$ cat config.mk
export PLATFORM = sky130hd
export DESIGN_NAME = ccd_core
export DESIGN_NICKNAME = d
export VERILOG_FILES = /design/src/design/ccd_pkg.sv /design/src/design/ccd_core.sv
export SDC_FILE = /design/constraint.sdc
export NUM_CORES = 2
export LEC_CHECK = 0
export ABC_AREA = 1
export CAP_MARGIN = 20
export CORE_MARGIN = 2
export CORE_UTILIZATION = 66
export CTS_CLUSTER_SIZE = 25
export DETAILED_ROUTE_END_ITERATION = 16
export DONT_BUFFER_PORTS = 1
export PLACE_DENSITY = 0.94
export REMOVE_ABC_BUFFERS = 1
export SYNTH_ARGS = -nofsm -noshare
export SYNTH_HDL_FRONTEND = slang
export SYNTH_SLANG_ARGS = --single-unit
$ cat constraint.sdc
create_clock -name sys_clk -period 4.55 [get_ports sys_clk]
set_input_delay 0.455 -clock sys_clk [delete_from_list [all_inputs] [get_ports sys_clk]]
set_output_delay 0.455 -clock sys_clk [all_outputs]
set_load 0.05 [all_outputs]
$ cat src/design/ccd_pkg.sv
// Purpose: shared constants and types for the control, literal and table decoder
// Assumes: word-addressed program memory, 8-bit data path, one 20 MHz clock
// Notes: register offsets index an 8-bit register port
package ccd_pkg;
  localparam int PC_W = 21;
  localparam int STK_DEPTH = 8;
  // high nibbles of the instruction word
  localparam logic [3:0] HI_LITCTL = 4'h0;
  localparam logic [3:0] HI_RELATIVE = 4'hd;
  localparam logic [3:0] HI_LONG = 4'he;
  localparam logic [3:0] HI_SECOND = 4'hf;
  // second nibble codes inside the 4'he group
  localparam logic [2:0] SUB_CALL = 3'h6;
  localparam logic [3:0] SUB_PTRLOAD = 4'he;
  localparam logic [3:0] SUB_JUMP = 4'hf;
  // literal group codes in bits 11:8
  localparam logic [3:0] LIT_BANK = 4'h1;
  localparam logic [3:0] LIT_SUB = 4'h8;
  localparam logic [3:0] LIT_OR = 4'h9;
  localparam logic [3:0] LIT_XOR = 4'ha;
  localparam logic [3:0] LIT_AND = 4'hb;
  localparam logic [3:0] LIT_RET = 4'hc;
  localparam logic [3:0] LIT_MUL = 4'hd;
  localparam logic [3:0] LIT_LOAD = 4'he;
  localparam logic [3:0] LIT_ADD = 4'hf;
  // control words; the return and table codes leave out their low select bits
  localparam logic [15:0] CW_SLEEP = 16'h0003;
  localparam logic [15:0] CW_WDT = 16'h0004;
  localparam logic [15:0] CW_PUSH = 16'h0005;
  localparam logic [15:0] CW_POP = 16'h0006;
  localparam logic [14:0] CW_INTERRUPT_RETURN_OP = 15'h0008;
  localparam logic [14:0] CW_RETURN = 15'h0009;
  localparam logic [13:0] CW_TABLE_READ_OP = 14'h0002;
  localparam logic [13:0] CW_TABLE_WRITE_OP = 14'h0003;
  // table write: a write to the last byte of a block starts the internal write
  localparam logic [2:0] NVM_BLOCK_LAST = 3'h7;
  localparam int TABLE_WRITE_OP_LONG_CYC = 5;
  localparam int TABLE_WRITE_OP_SHORT_CYC = 2;
  localparam logic [1:0] NVM_WAIT_CNT = 2'(TABLE_WRITE_OP_LONG_CYC - TABLE_WRITE_OP_SHORT_CYC);
  localparam logic [2:0] PRESCALE_MAX = 3'h7;
  // register port offsets
  localparam logic [3:0] RA_WORKING = 4'h0;
  localparam logic [3:0] RA_FLAGS = 4'h1;
  localparam logic [3:0] RA_BANK = 4'h2;
  localparam logic [3:0] RA_CTRL = 4'h3;
  localparam logic [3:0] RA_TIMER = 4'h4;
  localparam logic [3:0] RA_PORT_LATCH = 4'h5;
  localparam logic [3:0] RA_PORT_PINS = 4'h6;
  localparam logic [3:0] RA_PORT_TOGGLE = 4'h7;
  localparam logic [3:0] RA_TABLE_LATCH = 4'h8;
  localparam logic [3:0] RA_PROD_LO = 4'h9;
  localparam logic [3:0] RA_PROD_HI = 4'ha;
  localparam logic [3:0] RA_CORE_STAT = 4'hb;
  // control register fields and reset value
  localparam int CTRL_RUN = 0;
  localparam int CTRL_PSA = 1;
  localparam logic [1:0] CTRL_RESET = 2'h1;
  localparam logic [7:0] WORKING_RESET = 8'h00;
  typedef enum logic [2:0] {
    CCD_EXEC, CCD_FLUSH, CCD_WORD2, CCD_TABLE, CCD_NVM_WAIT, CCD_STANDBY
  } ccd_phase_e;
  typedef struct packed {
    logic c;
    logic dc;
    logic z;
    logic ov;
    logic n;
  } ccd_flags_s;
  typedef struct packed {
    logic [3:0] addr;
    logic [7:0] wdata;
    logic wr;
    logic rd;
  } ccd_bus_s;
endpackage
$ cat src/design/ccd_core.sv
// Purpose: decode and run control, literal and table instructions of an 8-bit core
// Assumes: program word for pm_addr stands in the same cycle; table data likewise
// Notes: one instruction cycle per sys_clk; second cycles after taken branches, relative jumps and returns run as nops
// How it works
// - conditional branches 1110 0ccc: one cycle, two when taken
// - call is two words, 1110 110s then 1111, two cycles, s saves shadow
// - jump is two words 1110 1111 then 1111, two cycles, flags untouched
// - sleep 0003 and watchdog clear 0004 take one cycle, update timeout and power-down
// - 0006 drops the top return-stack entry, one cycle, no flags
// - 0005 pushes onto the return stack, one cycle, no flags
// - interrupt return 0010/0011: two cycles, enables both irq bits, s restores shadow
// - return with literal loads working register and returns in two cycles
// - literal add and subtract write working register and all five flags
// - literal and, or, xor write working register and only zero, negative
// - literal multiply and literal load take one cycle, no flags
// - 010k loads four bits into bank select, one cycle, no flags
// - pointer literal load: two words, twelve bits into pointer 0, 1 or 2; select 3 writes nothing
// - table reads 0008..000b, two cycles, four pointer update modes
// - table writes 000c..000f, same modes, two cycles or five when long
// - an internal write once started always runs to its end
// - port modify of itself uses the pin levels, not the latch
// - writing the timer clears its prescaler when assigned to it
// - a changed program counter costs a second cycle run as a nop
// - a lone 1111 word is a one-cycle nop; only its first word consumes it
`timescale 1ns/1ns
module ccd_core
  import ccd_pkg::*;
(
  input wire logic sys_clk,
  input wire logic rst_n,
  input wire logic [15:0] pm_data,
  input wire logic [7:0] tbl_rdata,
  input wire logic wake_req,
  input wire logic [7:0] port_pins,
  input wire ccd_bus_s bus,
  output logic [PC_W-1:0] pm_addr,
  output logic [21:0] tbl_addr,
  output logic [7:0] tbl_wdata,
  output logic tbl_rd,
  output logic tbl_wr,
  output logic nvm_busy,
  output logic wdt_clear,
  output logic standby,
  output logic global_high_irq_enable,
  output logic peripheral_low_irq_enable,
  output logic [7:0] port_b_register,
  output logic [7:0] rdata
);
  typedef struct packed {
    ccd_phase_e phase;
    logic [PC_W-1:0] pc;
    logic [15:0] word1;
    logic [7:0] working_register;
    ccd_flags_s flags;
    logic [3:0] bank_select_register;
    logic [3:0][11:0] indirect_pointer;
    logic [STK_DEPTH-1:0][PC_W-1:0] stack;
    logic [3:0] sp;
    logic [7:0] sh_working;
    ccd_flags_s sh_flags;
    logic [3:0] sh_bank;
    logic [15:0] prod;
    logic [21:0] tblptr;
    logic [7:0] tablat;
    logic tbl_is_wr;
    logic [1:0] tbl_mode;
    logic [1:0] nvm_cnt;
    logic timeout_status_bit;
    logic power_down_status_bit;
    logic gie_hi;
    logic gie_lo;
    logic [1:0] ctrl;
    logic [7:0] timer_zero_count;
    logic [2:0] prescale;
    logic [7:0] latch;
    logic [7:0] pin_s1;
    logic [7:0] pin_s2;
    logic [7:0] pin_s3;
    logic [7:0] pin_q;
    logic rd_stb;
    logic wr_stb;
    logic wdt_pulse;
    logic [7:0] rdata;
  } ccd_state_s;

  ccd_state_s st;
  ccd_state_s next_st;
  logic [15:0] ins;
  logic [PC_W-1:0] pc_inc;
  logic [PC_W-1:0] br_short;
  logic [PC_W-1:0] br_long;
  logic [PC_W-1:0] stk_top;
  logic [8:0] sum;
  logic [4:0] nib;
  logic [7:0] lit;
  logic cond;
  logic [21:0] ptr_pre;

  assign ins = pm_data;
  assign lit = ins[7:0];
  assign pc_inc = st.pc + PC_W'(1);
  assign br_short = pc_inc + PC_W'(signed'(ins[7:0]));
  assign br_long = pc_inc + PC_W'(signed'(ins[10:0]));
  assign stk_top = (st.sp == 4'h0) ? '0 : st.stack[3'(st.sp - 4'h1)];
  assign ptr_pre = (st.tbl_mode == 2'h3) ? st.tblptr + 22'h1 : st.tblptr;

  // condition select for the short conditional branches
  always_comb begin
    unique case (ins[10:8])
      3'h0: cond = st.flags.z;
      3'h1: cond = !st.flags.z;
      3'h2: cond = st.flags.c;
      3'h3: cond = !st.flags.c;
      3'h4: cond = st.flags.ov;
      3'h5: cond = !st.flags.ov;
      3'h6: cond = st.flags.n;
      3'h7: cond = !st.flags.n;
    endcase
  end

  // whole next state; decode only acts in the execute phase
  always_comb begin
    next_st = st;
    sum = 9'h0;
    nib = 5'h0;
    next_st.wdt_pulse = 1'b0;
    next_st.rd_stb = 1'b0;
    next_st.wr_stb = 1'b0;
    // pins pass three flops; a level counts once the last two agree
    next_st.pin_s1 = port_pins;
    next_st.pin_s2 = st.pin_s1;
    next_st.pin_s3 = st.pin_s2;
    if (st.pin_s2 == st.pin_s3) begin
      next_st.pin_q = st.pin_s3;
    end
    // timer runs each cycle or through its prescaler
    if (st.ctrl[CTRL_PSA]) begin
      next_st.prescale = st.prescale + 3'h1;
      if (st.prescale == PRESCALE_MAX) begin
        next_st.timer_zero_count = st.timer_zero_count + 8'h1;
      end
    end else begin
      next_st.timer_zero_count = st.timer_zero_count + 8'h1;
    end
    // internal write counts down on its own, nothing can cut it short
    if (st.nvm_cnt != 2'h0) begin
      next_st.nvm_cnt = st.nvm_cnt - 2'h1;
    end
    unique case (st.phase)
      CCD_EXEC: begin
        if (st.ctrl[CTRL_RUN]) begin
          next_st.pc = pc_inc;
          unique case (ins[15:12])
            HI_LONG: begin
              if (!ins[11]) begin
                if (cond) begin
                  next_st.pc = br_short;
                  next_st.phase = CCD_FLUSH;
                end
              end else if (ins[11:9] == SUB_CALL || ins[11:8] == SUB_PTRLOAD || ins[11:8] == SUB_JUMP) begin
                next_st.word1 = ins;
                next_st.phase = CCD_WORD2;
              end
            end
            HI_RELATIVE: begin
              if (ins[11] && st.sp < 4'(STK_DEPTH)) begin
                next_st.stack[3'(st.sp)] = pc_inc;
                next_st.sp = st.sp + 4'h1;
              end
              next_st.pc = br_long;
              next_st.phase = CCD_FLUSH;
            end
            HI_LITCTL: begin
              unique case (ins[11:8])
                4'h0: begin
                  if (ins == CW_SLEEP) begin
                    next_st.timeout_status_bit = 1'b1;
                    next_st.power_down_status_bit = 1'b0;
                    next_st.phase = CCD_STANDBY;
                  end else if (ins == CW_WDT) begin
                    next_st.timeout_status_bit = 1'b1;
                    next_st.power_down_status_bit = 1'b1;
                    next_st.wdt_pulse = 1'b1;
                  end else if (ins == CW_PUSH) begin
                    if (st.sp < 4'(STK_DEPTH)) begin
                      next_st.stack[3'(st.sp)] = pc_inc;
                      next_st.sp = st.sp + 4'h1;
                    end
                  end else if (ins == CW_POP) begin
                    if (st.sp != 4'h0) begin
                      next_st.sp = st.sp - 4'h1;
                    end
                  end else if (ins[15:1] == CW_INTERRUPT_RETURN_OP || ins[15:1] == CW_RETURN) begin
                    next_st.pc = stk_top;
                    if (st.sp != 4'h0) begin
                      next_st.sp = st.sp - 4'h1;
                    end
                    if (ins[15:1] == CW_INTERRUPT_RETURN_OP) begin
                      next_st.gie_hi = 1'b1;
                      next_st.gie_lo = 1'b1;
                    end
                    if (ins[0]) begin
                      next_st.working_register = st.sh_working;
                      next_st.flags = st.sh_flags;
                      next_st.bank_select_register = st.sh_bank;
                    end
                    next_st.phase = CCD_FLUSH;
                  end else if (ins[15:2] == CW_TABLE_READ_OP || ins[15:2] == CW_TABLE_WRITE_OP) begin
                    next_st.tbl_is_wr = ins[2];
                    next_st.tbl_mode = ins[1:0];
                    next_st.rd_stb = !ins[2];
                    next_st.wr_stb = ins[2];
                    next_st.phase = CCD_TABLE;
                  end
                end
                LIT_BANK: begin
                  if (ins[7:4] == 4'h0) begin
                    next_st.bank_select_register = ins[3:0];
                  end
                end
                LIT_ADD, LIT_SUB: begin
                  if (ins[11:8] == LIT_ADD) begin
                    sum = {1'b0, st.working_register} + {1'b0, lit};
                    nib = {1'b0, st.working_register[3:0]} + {1'b0, lit[3:0]};
                    next_st.flags.ov = (st.working_register[7] == lit[7]) && (sum[7] != lit[7]);
                  end else begin
                    // carry and digit carry read as no-borrow
                    sum = {1'b0, lit} + {1'b0, ~st.working_register} + 9'h1;
                    nib = {1'b0, lit[3:0]} + {1'b0, ~st.working_register[3:0]} + 5'h1;
                    next_st.flags.ov = (lit[7] != st.working_register[7]) && (sum[7] != lit[7]);
                  end
                  next_st.working_register = sum[7:0];
                  next_st.flags.c = sum[8];
                  next_st.flags.dc = nib[4];
                  next_st.flags.z = (sum[7:0] == 8'h0);
                  next_st.flags.n = sum[7];
                end
                LIT_AND, LIT_OR, LIT_XOR: begin
                  if (ins[11:8] == LIT_AND) begin
                    sum[7:0] = st.working_register & lit;
                  end else if (ins[11:8] == LIT_OR) begin
                    sum[7:0] = st.working_register | lit;
                  end else begin
                    sum[7:0] = st.working_register ^ lit;
                  end
                  next_st.working_register = sum[7:0];
                  next_st.flags.z = (sum[7:0] == 8'h0);
                  next_st.flags.n = sum[7];
                end
                LIT_RET: begin
                  next_st.working_register = lit;
                  next_st.pc = stk_top;
                  if (st.sp != 4'h0) begin
                    next_st.sp = st.sp - 4'h1;
                  end
                  next_st.phase = CCD_FLUSH;
                end
                LIT_MUL: next_st.prod = 16'(st.working_register) * 16'(lit);
                LIT_LOAD: next_st.working_register = lit;
                default: next_st.pc = pc_inc;
              endcase
            end
            default: next_st.pc = pc_inc;
          endcase
        end else begin
          next_st.pc = st.pc;
        end
      end
      CCD_WORD2: begin
        // the second word is data here and nowhere else
        next_st.phase = CCD_EXEC;
        next_st.pc = pc_inc;
        if (st.word1[11:8] == SUB_PTRLOAD) begin
          if (st.word1[5:4] != 2'h3) begin
            next_st.indirect_pointer[st.word1[5:4]] = {st.word1[3:0], ins[7:0]};
          end
        end else begin
          next_st.pc = PC_W'({st.word1[7:0], ins[11:0]});
          if (st.word1[11:9] == SUB_CALL) begin
            if (st.sp < 4'(STK_DEPTH)) begin
              next_st.stack[3'(st.sp)] = pc_inc;
              next_st.sp = st.sp + 4'h1;
            end
            if (st.word1[8]) begin
              next_st.sh_working = st.working_register;
              next_st.sh_flags = st.flags;
              next_st.sh_bank = st.bank_select_register;
            end
          end
        end
      end
      CCD_FLUSH: next_st.phase = CCD_EXEC;
      CCD_TABLE: begin
        next_st.phase = CCD_EXEC;
        if (!st.tbl_is_wr) begin
          next_st.tablat = tbl_rdata;
        end else if (ptr_pre[2:0] == NVM_BLOCK_LAST) begin
          next_st.nvm_cnt = NVM_WAIT_CNT;
          next_st.phase = CCD_NVM_WAIT;
        end
        unique case (st.tbl_mode)
          2'h0: next_st.tblptr = st.tblptr;
          2'h1: next_st.tblptr = st.tblptr + 22'h1;
          2'h2: next_st.tblptr = st.tblptr - 22'h1;
          2'h3: next_st.tblptr = ptr_pre;
        endcase
      end
      CCD_NVM_WAIT: begin
        if (st.nvm_cnt == 2'h1) begin
          next_st.phase = CCD_EXEC;
        end
      end
      CCD_STANDBY: begin
        if (wake_req) begin
          next_st.phase = CCD_EXEC;
        end
      end
      default: next_st.phase = CCD_EXEC;
    endcase
    // register port; writes here land after the instruction's own update
    next_st.rdata = 8'h00;
    if (bus.rd) begin
      unique case (bus.addr)
        RA_WORKING: next_st.rdata = st.working_register;
        RA_FLAGS: next_st.rdata = {3'h0, st.flags};
        RA_BANK: next_st.rdata = {4'h0, st.bank_select_register};
        RA_CTRL: next_st.rdata = {6'h0, st.ctrl};
        RA_TIMER: next_st.rdata = st.timer_zero_count;
        RA_PORT_LATCH: next_st.rdata = st.latch;
        RA_PORT_PINS: next_st.rdata = st.pin_q;
        RA_TABLE_LATCH: next_st.rdata = st.tablat;
        RA_PROD_LO: next_st.rdata = st.prod[7:0];
        RA_PROD_HI: next_st.rdata = st.prod[15:8];
        RA_CORE_STAT: next_st.rdata = {2'h0, st.nvm_cnt != 2'h0, st.phase == CCD_STANDBY,
                                       st.gie_lo, st.gie_hi, st.power_down_status_bit, st.timeout_status_bit};
        default: next_st.rdata = 8'h00;
      endcase
    end
    if (bus.wr) begin
      unique case (bus.addr)
        RA_WORKING: next_st.working_register = bus.wdata;
        RA_CTRL: next_st.ctrl = bus.wdata[1:0];
        RA_TIMER: begin
          next_st.timer_zero_count = bus.wdata;
          if (st.ctrl[CTRL_PSA]) begin
            next_st.prescale = 3'h0;
          end
        end
        RA_PORT_LATCH: next_st.latch = bus.wdata;
        RA_PORT_TOGGLE: next_st.latch = st.pin_q ^ bus.wdata;
        RA_TABLE_LATCH: next_st.tablat = bus.wdata;
        default: next_st.latch = next_st.latch;
      endcase
    end
  end

  // single state register
  always_ff @(posedge sys_clk or negedge rst_n) begin
    if (!rst_n) begin
      st <= '0;
      st.ctrl <= CTRL_RESET;
      st.working_register <= WORKING_RESET;
      st.timeout_status_bit <= 1'b1;
      st.power_down_status_bit <= 1'b1;
    end else begin
      st <= next_st;
    end
  end

  // outputs from the state flops only; tbl_addr adds the pre-increment
  assign pm_addr = st.pc;
  assign tbl_addr = ptr_pre;
  assign tbl_wdata = st.tablat;
  assign tbl_rd = st.rd_stb;
  assign tbl_wr = st.wr_stb;
  assign nvm_busy = st.nvm_cnt != 2'h0;
  assign wdt_clear = st.wdt_pulse;
  assign standby = st.phase == CCD_STANDBY;
  assign global_high_irq_enable = st.gie_hi;
  assign peripheral_low_irq_enable = st.gie_lo;
  assign port_b_register = st.latch;
  assign rdata = st.rdata;

  logic run_exec;
  assign run_exec = st.phase == CCD_EXEC && st.ctrl[CTRL_RUN];
endmodule

==> results_dict.tcl <==
set metrics [dict create \
    firstDrtPassIters 6 \
    layout-drive-gt1-share_pct 5.37 \
    slew_headroom_pct -30.2 \
    critPathBufInv 3 \
    worstPathCellList "ha_1 > fa_1 > fa_1 > fa_1 > inv_1 > fa_1 > inv_1 > ha_1 > nand2_1 > o21ai_0 > nand2_1 > nand3_1 > nand2_1 > inv_1 > o21ai_0 > a21o_1 > a31oi_1" \
    final_cell_mix "nand2_1 (770), inv_1 (455), nor2_1 (376)" \
    dr_total_vias 27218 \
    max-vdd-ir-drop_mv 0.870 \
    wirelength_um 86400 \
    path_delay_family "adder cells" \
    reg2reg_slack_ns 0.17 \
    finalSetupTns_ns 0 \
    final_cells 4152 \
    crit_path_end "st[118]" \
    critPathMaxFanout 6 \
    io_buffer_count 0 \
    ys_top_cells_by_area "dfrtp_1 (34%), nand2_1 (11%), inv_1 (6.5%), a21oi_1 (6.3%), o21ai_0 (6.0%)" \
    synthToLayoutAreaGrowth_pct 5.74 \
    die_x_um 203 \
    cpPeakStageDelay_ns 0.53 \
    synth.largest_area_cell "dfrtp_1" \
    netlist.area_leader.share_pct 34.1 \
    violations "negative hold slack, max-slew violations" \
    worstRegToRegCells 17 \
    async_flop_share_pct 100 \
    rr_startpoint "st[369]" \
    nFillCells 3104 \
    finClkSkew_ns 0.0123 \
    multiInputGateArea_um2 14400 \
    cp.arrival_ns 4.87 \
    die_area_um2 41300 \
    fin_hold_ws_ns -0.413 \
    detail_route.wl_per_cell_um 20.8 \
    final_cell_area_um2 27700 \
    seq_area_um2 8990 \
    die_height_um 203 \
    clk_path_buf_depth 3 \
    core_area_um2 38900 \
    drcViolationCount 0 \
    setup_viol_count_final 0 \
    antenna_found_initial 1 \
    viasPerCell 6.56 \
    end_kind "flop" \
    drt_iter0_drc 4407 \
    crit_type "reg -> reg" \
    cts_hold_buf 11 \
    final_nets 3800 \
    dp_hpwl_um 59600 \
    critPathLaunchType "flop" \
    grt_max_degree 360 \
    ys_warn_count 0 \
    synth_cells 3691 \
    rsz0062_at_grt "no" \
    synthDistinctLibCells 59 \
    hold_violations 238 \
    worst_pin_slew_ns 1.95 \
    syn-cell-area_um2 26200 \
    start_util_pct 67.3 \
    synth-seq-area-share_pct 34.3 \
    powerDensity_nw_per_um2 748 \
    numClockSinks 359 \
    synth_flop_cell "dfrtp_1" \
    gp_congestion 1.07 \
    p_leak_nw 13.8 \
    cts_max_level 2 \
    final_common_cell "nand2_1" \
    syn_avg_cell_area_um2 7.10 \
    grt_overflow 0 \
    cap_violations 0 \
    insertion_delay_ns 0.57 \
    track_usage_pct 41.6 \
    dpl_cell_area_um2 26300 \
    fmax_mhz 228 \
    fin_crit_ns 4.38 \
    hold_class "in -> async" \
    critPathLaunch "st[369]" \
    cts_buffers 40 \
    crit_top_cell "fa_1" \
    status "finished with violations" \
    ys_ff_latch 359 \
    clkTransAtPathRegs_ns 0.06 \
    pre_cts_slack_ns 0.261 \
    finalMaxSlewViolations 211 \
    crit_cells 17 \
    grt_pass1_vias 25823 \
    setup_ws_ns 0.169 \
    cts.root.buffer_cell "clkbuf_16" \
    ioPinCount 123 \
    cp_slowest_cell "fa_1" \
    cts_tree "done" \
    fin_util_pct 71.2 \
    synth-edff-count 0 \
    cts_setup_buffers 0 \
    rows 72 \
    ant_nets 0 \
    placedCellCount 4070 \
    grt_pass1_wl_um 136000 \
    min_period_over_period_pct 96.3 \
    timing.rr.end "st[118]" \
    required_ns 5.04 \
]
what timing repair did:
action / 4_1_cts / 5_1_grt
setup endpoints to repair: 0 / 3
resized for setup: 0 / 1
hold endpoints to repair: 370 / 359
metal layers:
metal  share of wire [%]  up-vias  track usage (%)
met3                  14      477             11.6
met1                  36    12468             53.8
met5                   0        -                0
met4                 7.2        0             26.2
li1                    -    12076                -
met2                  42     2197             62.0
worst register-to-register path, stage by stage, from the launching register on:
cell	delay [ns]
dfrtp_1	0.46
ha_1	0.30
fa_1	0.47
fa_1	0.50
fa_1	0.53
inv_1	0.06
fa_1	0.48
inv_1	0.04
ha_1	0.35
nand2_1	0.10
o21ai_0	0.30
nand2_1	0.09
nand3_1	0.11
nand2_1	0.06
inv_1	0.07
o21ai_0	0.10
a21o_1	0.17
a31oi_1	0.11
cells in the mapped netlist (all sizes together), types with 14 or more instances:
cell type  number
a21oi         332
a221oi         14
a22oi          51
a31oi          72
buf            87
clkbuf        112
dfrtp         357
fa             39
ha            106
inv           471
nand2         782
nand3         183
nand4          47
nor2          385
nor3           52
nor4           14
o211ai         26
o21ai         321
o22ai          63
xor2           54
layout make-up:
type                            instances  share of cell area, %
Antenna cell                            1                0.00904
Clock buffer                           57                   4.03
Timing Repair Buffer                   72                   2.04
Tap cell                              518                   2.34
Clock inverter                         12                  0.483
Inverter                              482                   6.54
Multi-Input combinational cell       2651                   52.1
Sequential cell                       359                   32.5
registers in the layout (all words and copies together) (netlist names):
| name | cells |
|---|---|
| wdt_clear | 1 |
| tbl_rd | 1 |
| tbl_wdata | 8 |
| rdata | 8 |
| next_st | 16 |
| tbl_wr | 1 |
| peripheral_low_irq_enable | 1 |
| port_b_register | 8 |
| st | 294 |
| pm_addr | 21 |
power by group:
group          switching [W]  total [W]  internal [W]  leakage [nW]
registers            0.00110    0.00528       0.00418          4.36
clock network        0.00139    0.00321       0.00182         0.607
logic                0.00828     0.0122       0.00395          8.86
metrics by stage:
| step | hold WS (ns) | power (W) |
|---|---|---|
| 3_5_place_dp | 0.170 | 0.0169 |
| 4_1_cts | -0.419 | 0.0202 |
| 5_1_grt | -0.418 | 0.0220 |
| 2_1_floorplan | 0.159 | 0.0133 |
| 3_3_place_gp | 0.168 | 0.0165 |
| 6_report | -0.413 | 0.0207 |
worst min path at each step:
stage	slack [ns]	endpoint	startpoint	cells past startpoint
after global placement	0.17	st[102]	rst_n	0
after global routing	-0.42	st[102]	rst_n	0
after CTS	-0.42	tbl_wr	rst_n	0
after detailed placement	0.17	st[102]	rst_n	0
after floorplan	0.16	next_st[19]	rst_n	0
final	-0.41	st[102]	rst_n	0
cell families (layout without fill, tap and decap cells):
family                     Yosys count  after routing  synth area share (%)
adders and majority gates          145            145                  8.04
DFF                                359            359                  34.3
xor gates and xnor gates            63             63                  2.11
buffers and inverters              681            623                  10.8
muxes                                9              9                 0.387
other                                0              1                     0
AOI/OAI and AO/OA                  952            952                  20.7
and+or+nand+nor                   1482           1482                  23.7
Note: power is estimated with default switching activity, not from simulation.
